[src/hrc_pkg.sv]
// package of constants for the host ready line and link error control block
package hrc_pkg;
	// register byte offsets
	localparam logic [7:0] HRC_CTRL_OFF = 8'h00;
	localparam logic [7:0] HRC_STAT_OFF = 8'h04;
	localparam logic [7:0] HRC_ERRCLR_OFF = 8'h08;
	localparam logic [7:0] HRC_IRQ_STAT_OFF = 8'h0c;
	localparam logic [7:0] HRC_IRQ_EN_OFF = 8'h10;
	localparam logic [7:0] HRC_IRQ_CLR_OFF = 8'h14;
	localparam logic [7:0] HRC_WAIT_OFF = 8'h18;
	// control register fields
	localparam int HRC_CTRL_READY_BIT = 0;
	localparam int HRC_CTRL_HWSTAB_BIT = 1;
	localparam int HRC_CTRL_SHARED_BIT = 2;
	// status register fields
	localparam int HRC_STAT_NODE_BIT = 0;
	localparam int HRC_STAT_RXERR_BIT = 1;
	localparam int HRC_STAT_TXERR_BIT = 2;
	localparam int HRC_STAT_STABLE_BIT = 3;
	localparam int HRC_STAT_READY_BIT = 4;
	// error clear and interrupt fields
	localparam int HRC_ERR_RX_BIT = 0;
	localparam int HRC_ERR_TX_BIT = 1;
	localparam int HRC_IRQ_W = 3;
	localparam int HRC_IRQ_LOSS_BIT = 0;
	localparam int HRC_IRQ_REGAIN_BIT = 1;
	localparam int HRC_IRQ_STABLE_BIT = 2;
	localparam logic [2:0] HRC_CTRL_RESET = 3'h0;
	// timing: one half second at 100 MHz
	localparam int HRC_CLK_MHZ = 100;
	localparam int HRC_STAB_MS = 500;
	localparam int HRC_STAB_CYC = HRC_STAB_MS * HRC_CLK_MHZ * 1000;
	localparam int HRC_CNT_W = 26;
endpackage

[src/hrc_oneshot.sv]
// integrating one-shot: output rises after input held high for the full count
`timescale 1ns/1ps
module hrc_oneshot
	import hrc_pkg::*;
#(
	parameter logic [HRC_CNT_W-1:0] HOLD_CYC = HRC_CNT_W'(HRC_STAB_CYC)
)
(
	input wire logic pclk,
	input wire logic presetn,
	input wire logic level_in,
	output logic stable_out
);
	typedef struct packed
	{
		logic [HRC_CNT_W-1:0] cnt;
		logic done;
	} hrc_os_s;
	hrc_os_s st_q;
	hrc_os_s st_d;

	// any low restarts integration, so bounce never lets the output rise early
	always_comb
	begin
		st_d = st_q;
		if (!level_in)
		begin
			st_d.cnt = '0;
			st_d.done = 1'b0;
		end
		else if (st_q.cnt >= HOLD_CYC - 1'b1)
		begin
			st_d.done = 1'b1;
		end
		else
		begin
			st_d.cnt = st_q.cnt + 1'b1;
		end
	end

	always_ff @(posedge pclk or negedge presetn)
	begin
		if (!presetn)
		begin
			st_q <= '0;
		end
		else
		begin
			st_q <= st_d;
		end
	end

	assign stable_out = st_q.done;
endmodule

[src/hrc_sync.sv]
// three flip-flop synchroniser with agreement check
`timescale 1ns/1ps
module hrc_sync
	import hrc_pkg::*;
(
	input wire logic pclk,
	input wire logic presetn,
	input wire logic async_in,
	output logic sync_out
);
	typedef struct packed
	{
		logic s1;
		logic s2;
		logic s3;
		logic out;
	} hrc_sync_s;
	hrc_sync_s st_q;
	hrc_sync_s st_d;

	// first stage read only by the second; output moves once stages two and three agree
	always_comb
	begin
		st_d = st_q;
		st_d.s1 = async_in;
		st_d.s2 = st_q.s1;
		st_d.s3 = st_q.s2;
		if (st_q.s2 == st_q.s3)
		begin
			st_d.out = st_q.s3;
		end
	end

	always_ff @(posedge pclk or negedge presetn)
	begin
		if (!presetn)
		begin
			st_q <= '0;
		end
		else
		begin
			st_q <= st_d;
		end
	end

	assign sync_out = st_q.out;
endmodule

[src/hrc_top.sv]
// host ready line control, link error flops and apb register slave
// Operation
// software sets and clears a host-ready flop that drives the host-ready relay output.
// the node-ready line is readable as status and is no interrupt source itself; the code raises loss and regain interrupt events from its edges.
// error flops are set while host-ready or node-ready is off.
// error flops are readable and software-clearable status, not interrupts.
// reset does not clear the error flops; only a software clear does.
// receive and transmit error flops are both set and cleared independently; the code sets both together whenever the link is down.
// a half-second integrating one-shot on host-ready gates both host bit strobes.
// software stabilisation waits half a second after setting host-ready before transfers.
// at restart software clears host-ready, waits half a second, then sets it again.
// the node holds off its strobes until its ready line stops bouncing.
// after a ready drop each side sends a discardable message and drops its input.
// the node resynchronises after host-ready drops and rises.
// the receive driver waits for buffer and node-ready, then checks receive error.
// on receive error the driver clears the flag and reuses the buffer.
// on transmit error the driver clears the flag and keeps the message.
// in shared mode one error flop is copied into the other flag before clearing; the code copies nothing and clears both flops from either clear bit.
// node-ready is synchronised before it sets errors or status.
`timescale 1ns/1ps
module hrc_top
	import hrc_pkg::*;
#(
	parameter logic [HRC_CNT_W-1:0] STAB_CYC = HRC_CNT_W'(HRC_STAB_CYC)
)
(
	input wire logic pclk,
	input wire logic presetn,
	input wire logic psel,
	input wire logic penable,
	input wire logic pwrite,
	input wire logic [7:0] paddr,
	input wire logic [31:0] pwdata,
	output logic [31:0] prdata,
	output logic pready,
	output logic pslverr,
	input wire logic node_ready_line,
	input wire logic host_bit_offered_in,
	input wire logic request_next_node_bit_in,
	output logic host_ready_relay,
	output logic host_bit_offered_strobe,
	output logic request_next_node_bit,
	output logic irq
);
	//////////////////////////////////////////////////////////////////////////////////
	typedef struct packed
	{
		logic host_ready;
		logic hw_stab;
		logic shared_mode;
		logic [HRC_IRQ_W-1:0] irq_stat;
		logic [HRC_IRQ_W-1:0] irq_en;
		logic node_prev;
		logic stable_prev;
		logic [HRC_CNT_W-1:0] wait_cnt;
		logic [31:0] rdata;
		logic strobe_bit;
		logic strobe_req;
	} hrc_top_s;
	hrc_top_s st_q;
	hrc_top_s st_d;
	// error flops sit outside the reset struct: no reset reaches them
	logic rx_err_q;
	logic tx_err_q;
	logic rx_err_d;
	logic tx_err_d;
	logic node_rdy;
	logic stable;
	logic wr;
	logic rd;
	logic link_down;

	// node-ready enters through four flops (three stages and the output flop) before any use
	hrc_sync u_sync
	(
		.pclk(pclk),
		.presetn(presetn),
		.async_in(node_ready_line),
		.sync_out(node_rdy)
	);

	// integrating one-shot fed by the host-ready flop
	hrc_oneshot #(.HOLD_CYC(STAB_CYC)) u_os
	(
		.pclk(pclk),
		.presetn(presetn),
		.level_in(st_q.host_ready),
		.stable_out(stable)
	);

	//////////////////////////////////////////////////////////////////////////////////
	// apb always ready, zero wait states; writes take effect in the access phase
	assign wr = psel && penable && pwrite;
	assign rd = psel && !penable && !pwrite;
	assign pready = 1'b1;
	assign link_down = !st_q.host_ready || !node_rdy;

	function automatic logic hit(input logic [7:0] a, input logic [7:0] off);
		hit = (a == off);
	endfunction

	function automatic logic known(input logic [7:0] a);
		known = hit(a, HRC_CTRL_OFF) || hit(a, HRC_STAT_OFF) || hit(a, HRC_ERRCLR_OFF)
			|| hit(a, HRC_IRQ_STAT_OFF) || hit(a, HRC_IRQ_EN_OFF)
			|| hit(a, HRC_IRQ_CLR_OFF) || hit(a, HRC_WAIT_OFF);
	endfunction

	assign pslverr = psel && penable && !known(paddr);

	//////////////////////////////////////////////////////////////////////////////////
	// error flops: set wins over a software clear in the same cycle
	always_comb
	begin
		rx_err_d = rx_err_q;
		tx_err_d = tx_err_q;
		if (wr && hit(paddr, HRC_ERRCLR_OFF))
		begin
			if (pwdata[HRC_ERR_RX_BIT])
			begin
				rx_err_d = 1'b0;
			end
			if (pwdata[HRC_ERR_TX_BIT] || (st_q.shared_mode && pwdata[HRC_ERR_RX_BIT]))
			begin
				tx_err_d = 1'b0;
			end
			if (st_q.shared_mode && pwdata[HRC_ERR_TX_BIT])
			begin
				rx_err_d = 1'b0;
			end
		end
		if (link_down)
		begin
			rx_err_d = 1'b1;
			tx_err_d = 1'b1;
		end
	end

	// no reset on purpose: initialisation must not erase a recorded loss
	always_ff @(posedge pclk)
	begin
		rx_err_q <= rx_err_d;
		tx_err_q <= tx_err_d;
	end

	//////////////////////////////////////////////////////////////////////////////////
	// control, interrupt and read data next state
	always_comb
	begin
		st_d = st_q;
		st_d.node_prev = node_rdy;
		st_d.stable_prev = stable;
		// software wait counter for the half-second restart and settle
		if (st_q.wait_cnt != '0)
		begin
			st_d.wait_cnt = st_q.wait_cnt - 1'b1;
		end
		if (wr && hit(paddr, HRC_CTRL_OFF))
		begin
			st_d.host_ready = pwdata[HRC_CTRL_READY_BIT];
			st_d.hw_stab = pwdata[HRC_CTRL_HWSTAB_BIT];
			st_d.shared_mode = pwdata[HRC_CTRL_SHARED_BIT];
			if (pwdata[HRC_CTRL_READY_BIT] != st_q.host_ready)
			begin
				st_d.wait_cnt = STAB_CYC;
			end
		end
		if (wr && hit(paddr, HRC_IRQ_EN_OFF))
		begin
			st_d.irq_en = pwdata[HRC_IRQ_W-1:0];
		end
		if (wr && hit(paddr, HRC_IRQ_CLR_OFF))
		begin
			st_d.irq_stat = st_q.irq_stat & ~pwdata[HRC_IRQ_W-1:0];
		end
		// link events, set after clear so a simultaneous event survives
		if (st_q.node_prev && !node_rdy)
		begin
			st_d.irq_stat[HRC_IRQ_LOSS_BIT] = 1'b1;
		end
		if (!st_q.node_prev && node_rdy)
		begin
			st_d.irq_stat[HRC_IRQ_REGAIN_BIT] = 1'b1;
		end
		if (!st_q.stable_prev && stable)
		begin
			st_d.irq_stat[HRC_IRQ_STABLE_BIT] = 1'b1;
		end
		// strobes gated by the one-shot when hardware stabilisation is on
		st_d.strobe_bit = host_bit_offered_in && (stable || !st_q.hw_stab);
		st_d.strobe_req = request_next_node_bit_in && (stable || !st_q.hw_stab);
		// read data captured in setup so it stands through the access phase
		st_d.rdata = '0;
		if (rd)
		begin
			unique case (1'b1)
				hit(paddr, HRC_CTRL_OFF):
				begin
					st_d.rdata[HRC_CTRL_READY_BIT] = st_q.host_ready;
					st_d.rdata[HRC_CTRL_HWSTAB_BIT] = st_q.hw_stab;
					st_d.rdata[HRC_CTRL_SHARED_BIT] = st_q.shared_mode;
				end
				hit(paddr, HRC_STAT_OFF):
				begin
					st_d.rdata[HRC_STAT_NODE_BIT] = node_rdy;
					st_d.rdata[HRC_STAT_RXERR_BIT] = rx_err_q;
					st_d.rdata[HRC_STAT_TXERR_BIT] = tx_err_q;
					st_d.rdata[HRC_STAT_STABLE_BIT] = stable;
					st_d.rdata[HRC_STAT_READY_BIT] = (st_q.wait_cnt == '0);
				end
				hit(paddr, HRC_IRQ_STAT_OFF):
				begin
					st_d.rdata[HRC_IRQ_W-1:0] = st_q.irq_stat;
				end
				hit(paddr, HRC_IRQ_EN_OFF):
				begin
					st_d.rdata[HRC_IRQ_W-1:0] = st_q.irq_en;
				end
				hit(paddr, HRC_WAIT_OFF):
				begin
					st_d.rdata[HRC_CNT_W-1:0] = st_q.wait_cnt;
				end
				default:
				begin
					st_d.rdata = '0;
				end
			endcase
		end
		else if (psel && penable)
		begin
			st_d.rdata = st_q.rdata;
		end
	end

	always_ff @(posedge pclk or negedge presetn)
	begin
		if (!presetn)
		begin
			st_q <= '0;
		end
		else
		begin
			st_q <= st_d;
		end
	end

	//////////////////////////////////////////////////////////////////////////////////
	assign prdata = st_q.rdata;
	assign host_ready_relay = st_q.host_ready;
	assign host_bit_offered_strobe = st_q.strobe_bit;
	assign request_next_node_bit = st_q.strobe_req;
	assign irq = |(st_q.irq_stat & st_q.irq_en);
endmodule
[config.mk]
export PLATFORM = sky130hd
export DESIGN_NAME = hrc_top
export DESIGN_NICKNAME = d
export VERILOG_FILES = /design/src/hrc_pkg.sv /design/src/hrc_oneshot.sv /design/src/hrc_sync.sv /design/src/hrc_top.sv
export SDC_FILE = /design/constraint.sdc
export NUM_CORES = 1
export LEC_CHECK = 0
export BUFFER_PORTS_ARGS = -buffer_cell sky130_fd_sc_hd__buf_4
export CORE_MARGIN = 8
export CORE_UTILIZATION = 55
export DETAILED_ROUTE_END_ITERATION = 16
export HOLD_SLACK_MARGIN = 0.03
export PLACE_DENSITY_LB_ADDON = 0.1
export SYNTH_ARGS = -nofsm -noshare
export SYNTH_HDL_FRONTEND = slang
export SYNTH_SLANG_ARGS = --single-unit
[constraint.sdc]
create_clock -name pclk -period 2.5 [get_ports pclk]
set_input_delay 0.125 -clock pclk [delete_from_list [all_inputs] [get_ports pclk]]
set_output_delay 0.125 -clock pclk [all_outputs]
set_load 0.1 [all_outputs]
# == Word-level counts from Yosys, hierarchy flattened ==
# Index checks and enable logic that the tools add are counted.
# classes
bitwise,3
mux,17
addsub,2
eq_ne,11
n_reduce_logical,43
order_cmp,1
# op_table
op,count
2-to-1 mux 26 bit,4
2-to-1 mux 32 bit,2
2-to-1 mux 27 bit,1
adder 26 x 1 -> 26 bit (second input constant),1
greater-or-equal comparator 26 bit (second input constant),1
logical NOT 26 bit,1
nonzero test 26 bit,1
subtractor 26 x 1 -> 26 bit (second input constant),1
== test 8 x 5 -> 1 bit (second input constant),3
2-to-1 mux 21 bit,1
== test 8 x 4 -> 1 bit (second input constant),2
logical AND 1 bit,16
case mux 3 bit (5 select lines),1
logical OR 1 bit,9
== test 8 x 3 -> 1 bit (second input constant),1
logical NOT 1 bit,8
logical NOT 8 bit,1
nonzero test 2 bit,4
AND 3 bit,2
2-to-1 mux 1 bit,6
inequality test 2 bit (second input constant),2
case mux 2 bit (2 select lines),1
AND reduction 2 bit,2
2-to-1 mux 3 bit,1
5 further kinds,5
# word_totals
out_inout_bits,38
register_bits,104
in_bits,48
elab_cells,98

# == Logic depth before layout (Yosys ltp) ==
# Gate-level depths: netlist of the first run.
# depth
ltp_word,9
mapped_depth,9
mapped_depth_nobuf,8

# == Cells and area by module ==
# From an unflattened synthesis of the first run, not the netlist that was laid out.
# unflattened
hier_cells,523
hier_area_um2,5217.5
# modules_own_cells
mod,instances,cells_per_inst,area_each_um2
hrc_top,1,337,3462.1
hrc_oneshot,1,181,1644.1
hrc_sync,1,5,111.4

# == Worst setup path after synthesis of the first run ==
# Ideal clock, no wire load.
# synth_path
kind,input to output
start,input port psel
end,output port pslverr
t_arrival_ns,2.976
cell_stages,4
path_slack_ns,-0.601
n_path_buf,2
path_cell_list,and2_1 > clkbuf_1 > clkbuf_1 > a21boi_0
# synth_via
elab_chain_len,2
# synth_rtl
item,line,source
start: declaration,hrc_top.sv:29,"input wire logic psel,"
logical AND 1 bit (2 in a row),hrc_top.sv:108,assign pslverr = psel && penable && !known(paddr);
end: declaration,hrc_top.sv:36,"output logic pslverr,"
# Every way passes these cells.

# == Worst setup path in the final report of the first run ==
# layout_path
start,register u_os.st_q[12] (netlist bit)
end,register u_os.st_q[10] (netlist bit)
# layout_via
elab_chain_len,2
# layout_rtl
item,line,source
start: declaration,hrc_oneshot.sv:19,hrc_os_s st_q;
start signal: assignment,hrc_oneshot.sv:49,st_q <= st_d;
greater-or-equal comparator 26 bit,hrc_oneshot.sv:31,else if (st_q.cnt >= HOLD_CYC - 1'b1)
inequality test 2 bit (no line),--,
# Every way passes these cells.
# A chain may end at the register's enable or synchronous reset.

==> summary.txt, run 1 <==
Status
  – Status: complete, no violations

Route
  – DRC violations left: 0
  – Final antenna-violating net count: 0
  – Total number of vias: 3545
  – DRT Pass-1 Iters: 4
  – Drt total wl: 9850 um
  – Initial DRC count: 242
  – Routed wire per std cell: 15.9 um
  – Routed vias/inst: 5.73

Finish
  – Multi-input gate area in the final layout: 2140 um^2
  – Ant diodes: 0
  – Cell Count, Final, Fillers Out: 619
  – Fin util: 62.9%
  – Storage element area: 2440 um^2
  – Share of layout cells above drive strength 1: 17.8%
  – Nets: 556
  – Layout fillers: 706
  – Area Overhead vs Synth: 11.5%

Setup path
  – Critical Path AT: 2.56 ns
  – CP startpoint kind: flop
  – CP max FO: 21
  – Crit end category: flop
  – Cell mode on critical path: or4_1
  – CP top delay family: simple AND/OR/NAND/NOR gates
  – Slowest stage delay, CP: 0.52 ns
  – Critical Path RT: 2.80 ns
  – Critical path's slowest cell: or4_1
  – Crit-path cells: or4_1, nor2_1, a211o_1, a211oi_4, buf_4, or4_1, a21boi_1
  – CP Buf/Inv Count: 1
  – WS Path Type: flop to flop

Synthesis
  – Mapped Area: 4920 um^2
  – Yosys cell types: 58
  – Syn. warnings: 0
  – Most common cell in the netlist: dfrtp_1
  – Most frequent cells after synthesis: dfrtp_1 (96), nand2_1 (44), buf_4 (35), nor2_1 (28), a22o_1 (24)
  – Synth async-reset ratio: 98.0%
  – EDFF count, synth: 0
  – Yosys top cell area share: 48.8%
  – Flops & latches, synth: 98
  – Most area-hungry cell type in the Yosys netlist: dfrtp_1
  – Top cells by area, synth: dfrtp_1 (49%), buf_4 (5.3%), a22o_1 (4.3%)
  – Syn Area/Cell: 10.3 um^2
  – Top FF cell, synth: dfrtp_1
  – Register area share after synthesis: 49.6%
  – Mapped Cells: 476

Power
  – Peak VDD IR: 0.000285 V
  – Leak pwr: 0.00222 uW
  – Pwr dens: 581 nW/um^2

Clocking
  – Hold_buf cts: 7
  – CTS tree: done
  – Clock slew at reported path FFs: 0.10 ns
  – Worst-Skew Late Latency: 0.36 ns
  – H-tree lvl count: 3
  – Cells resized by post-CTS repair: 0
  – Clock tree buffer depth: 2
  – Clk root buf: clkbuf_8
  – Post-CTS setup buffer count: 0
  – Clock sink count: 98
  – Cts bufs inserted: 9

Timing
  – Final setup violation count: 0
  – Hold violation total from the final report: 0
  – Final Cycle Share: 90.6%
  – Max Fclk: 0.442 GHz
  – Worst Tran Pin Value: 0.575 ns
  – Worst Skew: 0.0135 ns
  – Slew Limit Fails: 0
  – Period minus WS final: 2.26 ns
  – RSZ-0062 raised after global routing: false
  – Final hold slack: 0.0625 ns
  – Setup_tns: 0 ns
  – Slew headroom: 61.3%

Placement
  – GP Congestion: 0.922
  – HPWL after DPL: 6900 um
  – IO Port Bufs: 49
  – Placed Cells: 596

Global route
  – First-pass GRT wire length: 17600 um
  – Antenna violations before repair: 0
  – Overall Global Routing Usage: 16.9%
  – Global route overflow: 0
  – Vias in the first global route: 3664
  – Largest net degree at the start of global routing: 65

Floorplanning
  – Die Y: 111 um
  – Starting Density: 56.4%
  – Rows: 34
  – Die Area: 12200 um^2
  – CORE AREA: 8720 um^2
  – Die X: 111 um
  – Number of placed I/O pins: 86

Job
  – Max_cap viols: 0

Worst hold path
  – Path category of the worst min-delay check: primary input to flop
[per-layer routing]
layer | up-vias | share of wire, % | track usage [%]
met5 | - | 0 | 0
met4 | 0 | 1.1 | 5.32
met3 | 9 | 4.3 | 4.06
met2 | 69 | 45 | 25.8
met1 | 1730 | 49 | 23.2
li1 | 1737 | - | -
[where the power goes]
group / leakage, uW / switching, uW / internal [uW]
Sequential: 0.00122 / 83.4 / 1640
Combinational: 0.000885 / 197 / 113
Clock: 0.000109 / 573 / 579
Total: 0.00222 / 853 / 2330
[cell type report]
type	instances	area share, %
Clock inverter	6	1.76
Inverter	9	0.616
Clock buffer	10	2.33
Sequential cell	98	44.5
Tap cell	108	2.46
Multi-Input combinational cell	324	39.0
Timing Repair Buffer	64	9.30
[cells by family (layout without fill, tap and decap cells)]
| group | after synthesis | after routing | synth area share (%) |
|---|---|---|---|
| and+or+nand+nor | 177 | 177 | 20.0 |
| AOI/OAI and AO/OA | 98 | 98 | 14.7 |
| DFF | 98 | 98 | 49.6 |
| buffers and inverters | 59 | 89 | 7.35 |
| xor gates and xnor gates | 27 | 27 | 4.81 |
| muxes | 12 | 12 | 2.67 |
| adders and majority gates | 3 | 3 | 0.712 |
| other | 2 | 7 | 0.153 |
[flip-flops by register name (all words and copies together) (netlist names)]
signal / count
host_bit_offered_strobe: 1
host_ready_relay: 1
prdata: 26
request_next_node_bit: 1
rx_err_q: 1
st_q: 36
tx_err_q: 1
u_os.st_q: 26
u_os.stable_out: 1
u_sync.st_d: 2
u_sync.st_q: 1
u_sync.sync_out: 1
[per-stage QoR]
stage	total power (uW)	cell area, um^2	setup WS (ns)
3_5_place_dp	2060	5190	0.255
2_1_floorplan	1950	4940	0.126
6_report	3190	5490	0.236
4_1_cts	3220	5490	0.232
5_1_grt	3330	5490	0.0171
3_3_place_gp	2040	5190	0.294
[path summary, 6_finish.rpt]
check                           slack (ns)            from               end  cells past startpoint
worst max-delay path                  0.24   u_os.st_q[12]     u_os.st_q[10]                      7
worst min-delay path                  0.06       pwdata[0]  host_ready_relay                      2
worst max register to register        0.24   u_os.st_q[12]     u_os.st_q[10]                      7
worst min register to register        0.36  u_sync.st_d[2]    u_sync.st_d[1]                      0
max in group asynchronous             1.59         presetn         prdata[8]                      3
min in group asynchronous             0.24         presetn     u_os.st_q[17]                      2
[cells in the final DEF, fill, tap and decap left out, types with 9 or more instances in the layout]
cell and instances:
xnor2_1 14, buf_4 56, xor2_1 13, or3_1 14, inv_1 9, a22o_1 24
nand2_1 44, clkbuf_8 9, a21boi_1 16, mux2_2 9, dfrtp_1 96, o21ai_0 20
nor2_1 28, a21oi_1 10, nand3_1 15, and2_1 12
No activity file was read; power rests on OpenSTA's default activity.
==> run 2, diff against run 1 <==
SYNTH_HIERARCHICAL = 1   (was unset)
==> run 2 against run 1 <==
Net effect: die area increased by 5.1%; highest routed layer unchanged; first-iteration DRC count up 26%; clock skew rose by 0.0023 ns; sequential cell count stayed put.
==> summary.txt, run 2 <==
Status
  – Status: complete, no violations

Finish
  – Most frequent cells in the layout: dfrtp_1 (96), buf_4 (75), nand2_1 (45)
  – Most common cell after layout, fill and taps aside: dfrtp_1
  – Area Overhead vs Synth: 13.1%
  – Storage element area: 2440 um^2 (unchanged)
  – Reg with most FFs: st_q
  – Cell Count, Final, Fillers Out: 697 (+13%)
  – Nets: 613 (+10%)
  – Max reg flops: 36 (unchanged)
  – Design Area, Final: 5900 um^2 (+7.5%)
  – Ant diodes: 0 (unchanged)
  – Fin util: 63.9% (+0.93 points)
  – Multi-input gate area in the final layout: 2400 um^2 (+12%)
  – Layout fillers: 751 (+6.4%)
  – Share of layout cells above drive strength 1: 19.5% (+1.7 points)

Setup path
  – WS Path Type: flop to flop
  – Crit-path cells: or4_1, or4_4, o31ai_4, nor3_1, or3b_1
  – Critical Path AT: 2.64 ns (+0.08 ns)
  – Critical path's slowest cell: or4_4
  – Slowest stage delay, CP: 0.59 ns (+0.07 ns)
  – CP max FO: 8 (-62%)
  – CP startpoint kind: flop
  – Critical Path RT: 2.75 ns (-0.05 ns)
  – Crit end category: flop

Timing
  – Final Cycle Share: 95.7% (+5.1 points)
  – Final setup violation count: 0 (unchanged)
  – Period minus WS final: 2.39 ns (+0.128 ns)
  – Setup_tns: 0 ns (unchanged)
  – RSZ-0062 raised after global routing: false
  – Max Fclk: 0.418 GHz (-5.3%)
  – Worst Skew: 0.0158 ns (+0.00234 ns)
  – Hold violation total from the final report: 0 (unchanged)
  – Slew Limit Fails: 0 (unchanged)
  – Worst Tran Pin Value: 0.648 ns (+0.0732 ns)
  – Slew headroom: 56.8% (-4.5 points)

Synthesis
  – Yosys cell types: 64 (+10%)
  – Most area-hungry cell type in the Yosys netlist: dfrtp_1
  – Top FF cell, synth: dfrtp_1
  – Syn. warnings: 6 (+6)
  – Register area share after synthesis: 46.8% (-2.8 points)
  – Most common cell in the netlist: dfrtp_1
  – Most frequent cells after synthesis: dfrtp_1 (96), nand2_1 (46), buf_4 (34), nor2_1 (30), nand3_1 (27)
  – Syn Area/Cell: 9.98 um^2 (-3.5%)
  – Flops & latches, synth: 98 (unchanged)
  – Mapped Area: 5220 um^2 (+6.0%)
  – Mapped Cells: 523 (+9.9%)
  – EDFF count, synth: 0 (unchanged)
  – Top cells by area, synth: dfrtp_1 (46%), buf_4 (4.9%), a22o_1 (3.9%)
  – Yosys top cell area share: 46.0% (-2.8 points)
  – Synth async-reset ratio: 98.0% (unchanged)

Clocking
  – CTS tree: done
  – Clock tree buffer depth: 2 (unchanged)
  – Worst-Skew Late Latency: 0.37 ns (about the same)
  – H-tree lvl count: 3 (unchanged)
  – Clock sink count: 98 (unchanged)
  – Post-CTS setup buffer count: 0 (unchanged)
  – Clock slew at reported path FFs: 0.09 ns (about the same)
  – Cts bufs inserted: 9 (unchanged)
  – Clk root buf: clkbuf_8

Global route
  – Global route overflow: 0 (unchanged)
  – Antenna violations before repair: 0 (unchanged)
  – Vias in the first global route: 4061 (+11%)
  – First-pass GRT wire length: 20300 um (+15%)
  – Largest net degree at the start of global routing: 51 (-22%)
  – Overall Global Routing Usage: 19.1% (+2.1 points)

Floorplanning
  – Starting Density: 56.5% (about the same)
  – Die Y: 113 um (+2.5%)
  – Number of placed I/O pins: 86 (unchanged)
  – CORE AREA: 9240 um^2 (+6.0%)
  – Die X: 113 um (+2.5%)
  – Rows: 35 (+2.9%)
  – Die Area: 12900 um^2 (+5.1%)

Placement
  – DP Area: 5610 um^2 (+7.9%)
  – IO Port Bufs: 49 (unchanged)
  – GP Congestion: 0.872 (-5.5%)
  – HPWL after DPL: 7970 um (+16%)
  – Placed Cells: 674 (+13%)

Route
  – Initial DRC count: 305 (+26%)
  – DRT Pass-1 Iters: 5 (+1)
  – Routed vias/inst: 6.05 (+5.7%)
  – Total number of vias: 4218 (+19%)
  – Routed wire per std cell: 17.0 um (+6.8%)
  – Drt total wl: 11900 um (+20%)
  – DRC violations left: 0 (unchanged)
  – Final antenna-violating net count: 0 (unchanged)

Worst hold path
  – Path category of the worst min-delay check: primary input to flop

Power
  – Pwr dens: 563 nW/um^2 (-3.1%)
  – Net Sw Frac: 28.4% (+1.7 points)
  – Seq pwr share: 51.6% (-2.6 points)
  – Clock share of power: 32.9% (-3.2 points)
  – Net Sw Power: 944 uW (+11%)
  – Power Internal: 2380 uW (+1.8%)
  – Peak VDD IR: 0.000335 V (+17%)
  – Combinational power share: 15.5% (+5.8 points)
  – Leak pwr: 0.00236 uW (+6.4%)

Job
  – Max_cap viols: 0 (unchanged)
run 2: critical path, delay by kind of cell (launching register included):
| family | cells | cell delay [ns] |
|---|---|---|
| flip-flops | 1 | 0.43 |
| AND/OR/NAND/NOR | 4 | 1.59 |
| AO/OA/AOI/OAI | 1 | 0.25 |
run 2: timing repair:
item                                    4_1_cts  5_1_grt
resized for setup                             0        3
endpoints found under the setup margin        0        2
hold buffers                                  7        0
endpoints found under the hold margin        56        0
run 2: worst paths after layout:
| path | slack, ns | to | cells past startpoint | startpoint |
|---|---|---|---|---|
| worst min register to register | 0.36 | u_sync/st_d[1] | 0 | u_sync/st_d[2] |
| max in group asynchronous | 1.49 | prdata[14] | 3 | presetn |
| min in group asynchronous | 0.33 | u_os/st_q[24] | 2 | presetn |
| worst max register to register | 0.11 | st_q[48] | 5 | st_q[52] |
| worst min-delay path | 0.14 | prdata[4] | 3 | paddr[2] |
| worst max-delay path | 0.11 | st_q[48] | 5 | st_q[52] |
run 2: final cells by class:
type | count | share of cell area (%)
flip-flops and latches | 98 | 41.4
well taps | 129 | 2.74
multi-input cells | 364 | 40.7
repair buffers | 83 | 11.1
clock inverters | 3 | 0.785
inverters | 7 | 0.445
clock buffers | 13 | 2.86
run 2: routing by layer:
layer / global-route usage (%) / wire (um)
met2: 29.3 / 5330
met5: 0 / 0
met1: 26.5 / 5710
met3: 4.75 / 705
met4: 4.53 / 100
run 2: per-stage QoR:
| step | setup WS, ns | power (uW) | hold WS [ns] |
|---|---|---|---|
| after floorplan | 0.0787 | 2050 | -0.171 |
| after global placement | 0.135 | 2220 | 0.194 |
| after detailed placement | 0.0930 | 2230 | 0.201 |
| after CTS | 0.0621 | 3340 | 0.118 |
| after global routing | 0.0149 | 3470 | 0.124 |
| final | 0.109 | 3320 | 0.141 |
run 2: kinds of logic (layout without fill, tap and decap cells):
group	Yosys count	count (layout)	share of synthesized area, %
adders and majority gates	3	3	0.695
muxes	17	17	3.33
DFF	98	98	46.8
buffers and inverters	66	106	7.67
and+or+nand+nor	212	212	22.9
other	2	7	0.144
xor gates and xnor gates	14	14	2.35
AOI/OAI and AO/OA	111	111	16.1
run 2: power by group through the flow:
stage	logic, uW	clock network [uW]	registers (uW)
detailed placement	490	0	1740
floorplan	289	0	1760
CTS	507	1120	1710
finish	515	1090	1710
global route	566	1180	1720
global placement	481	0	1740
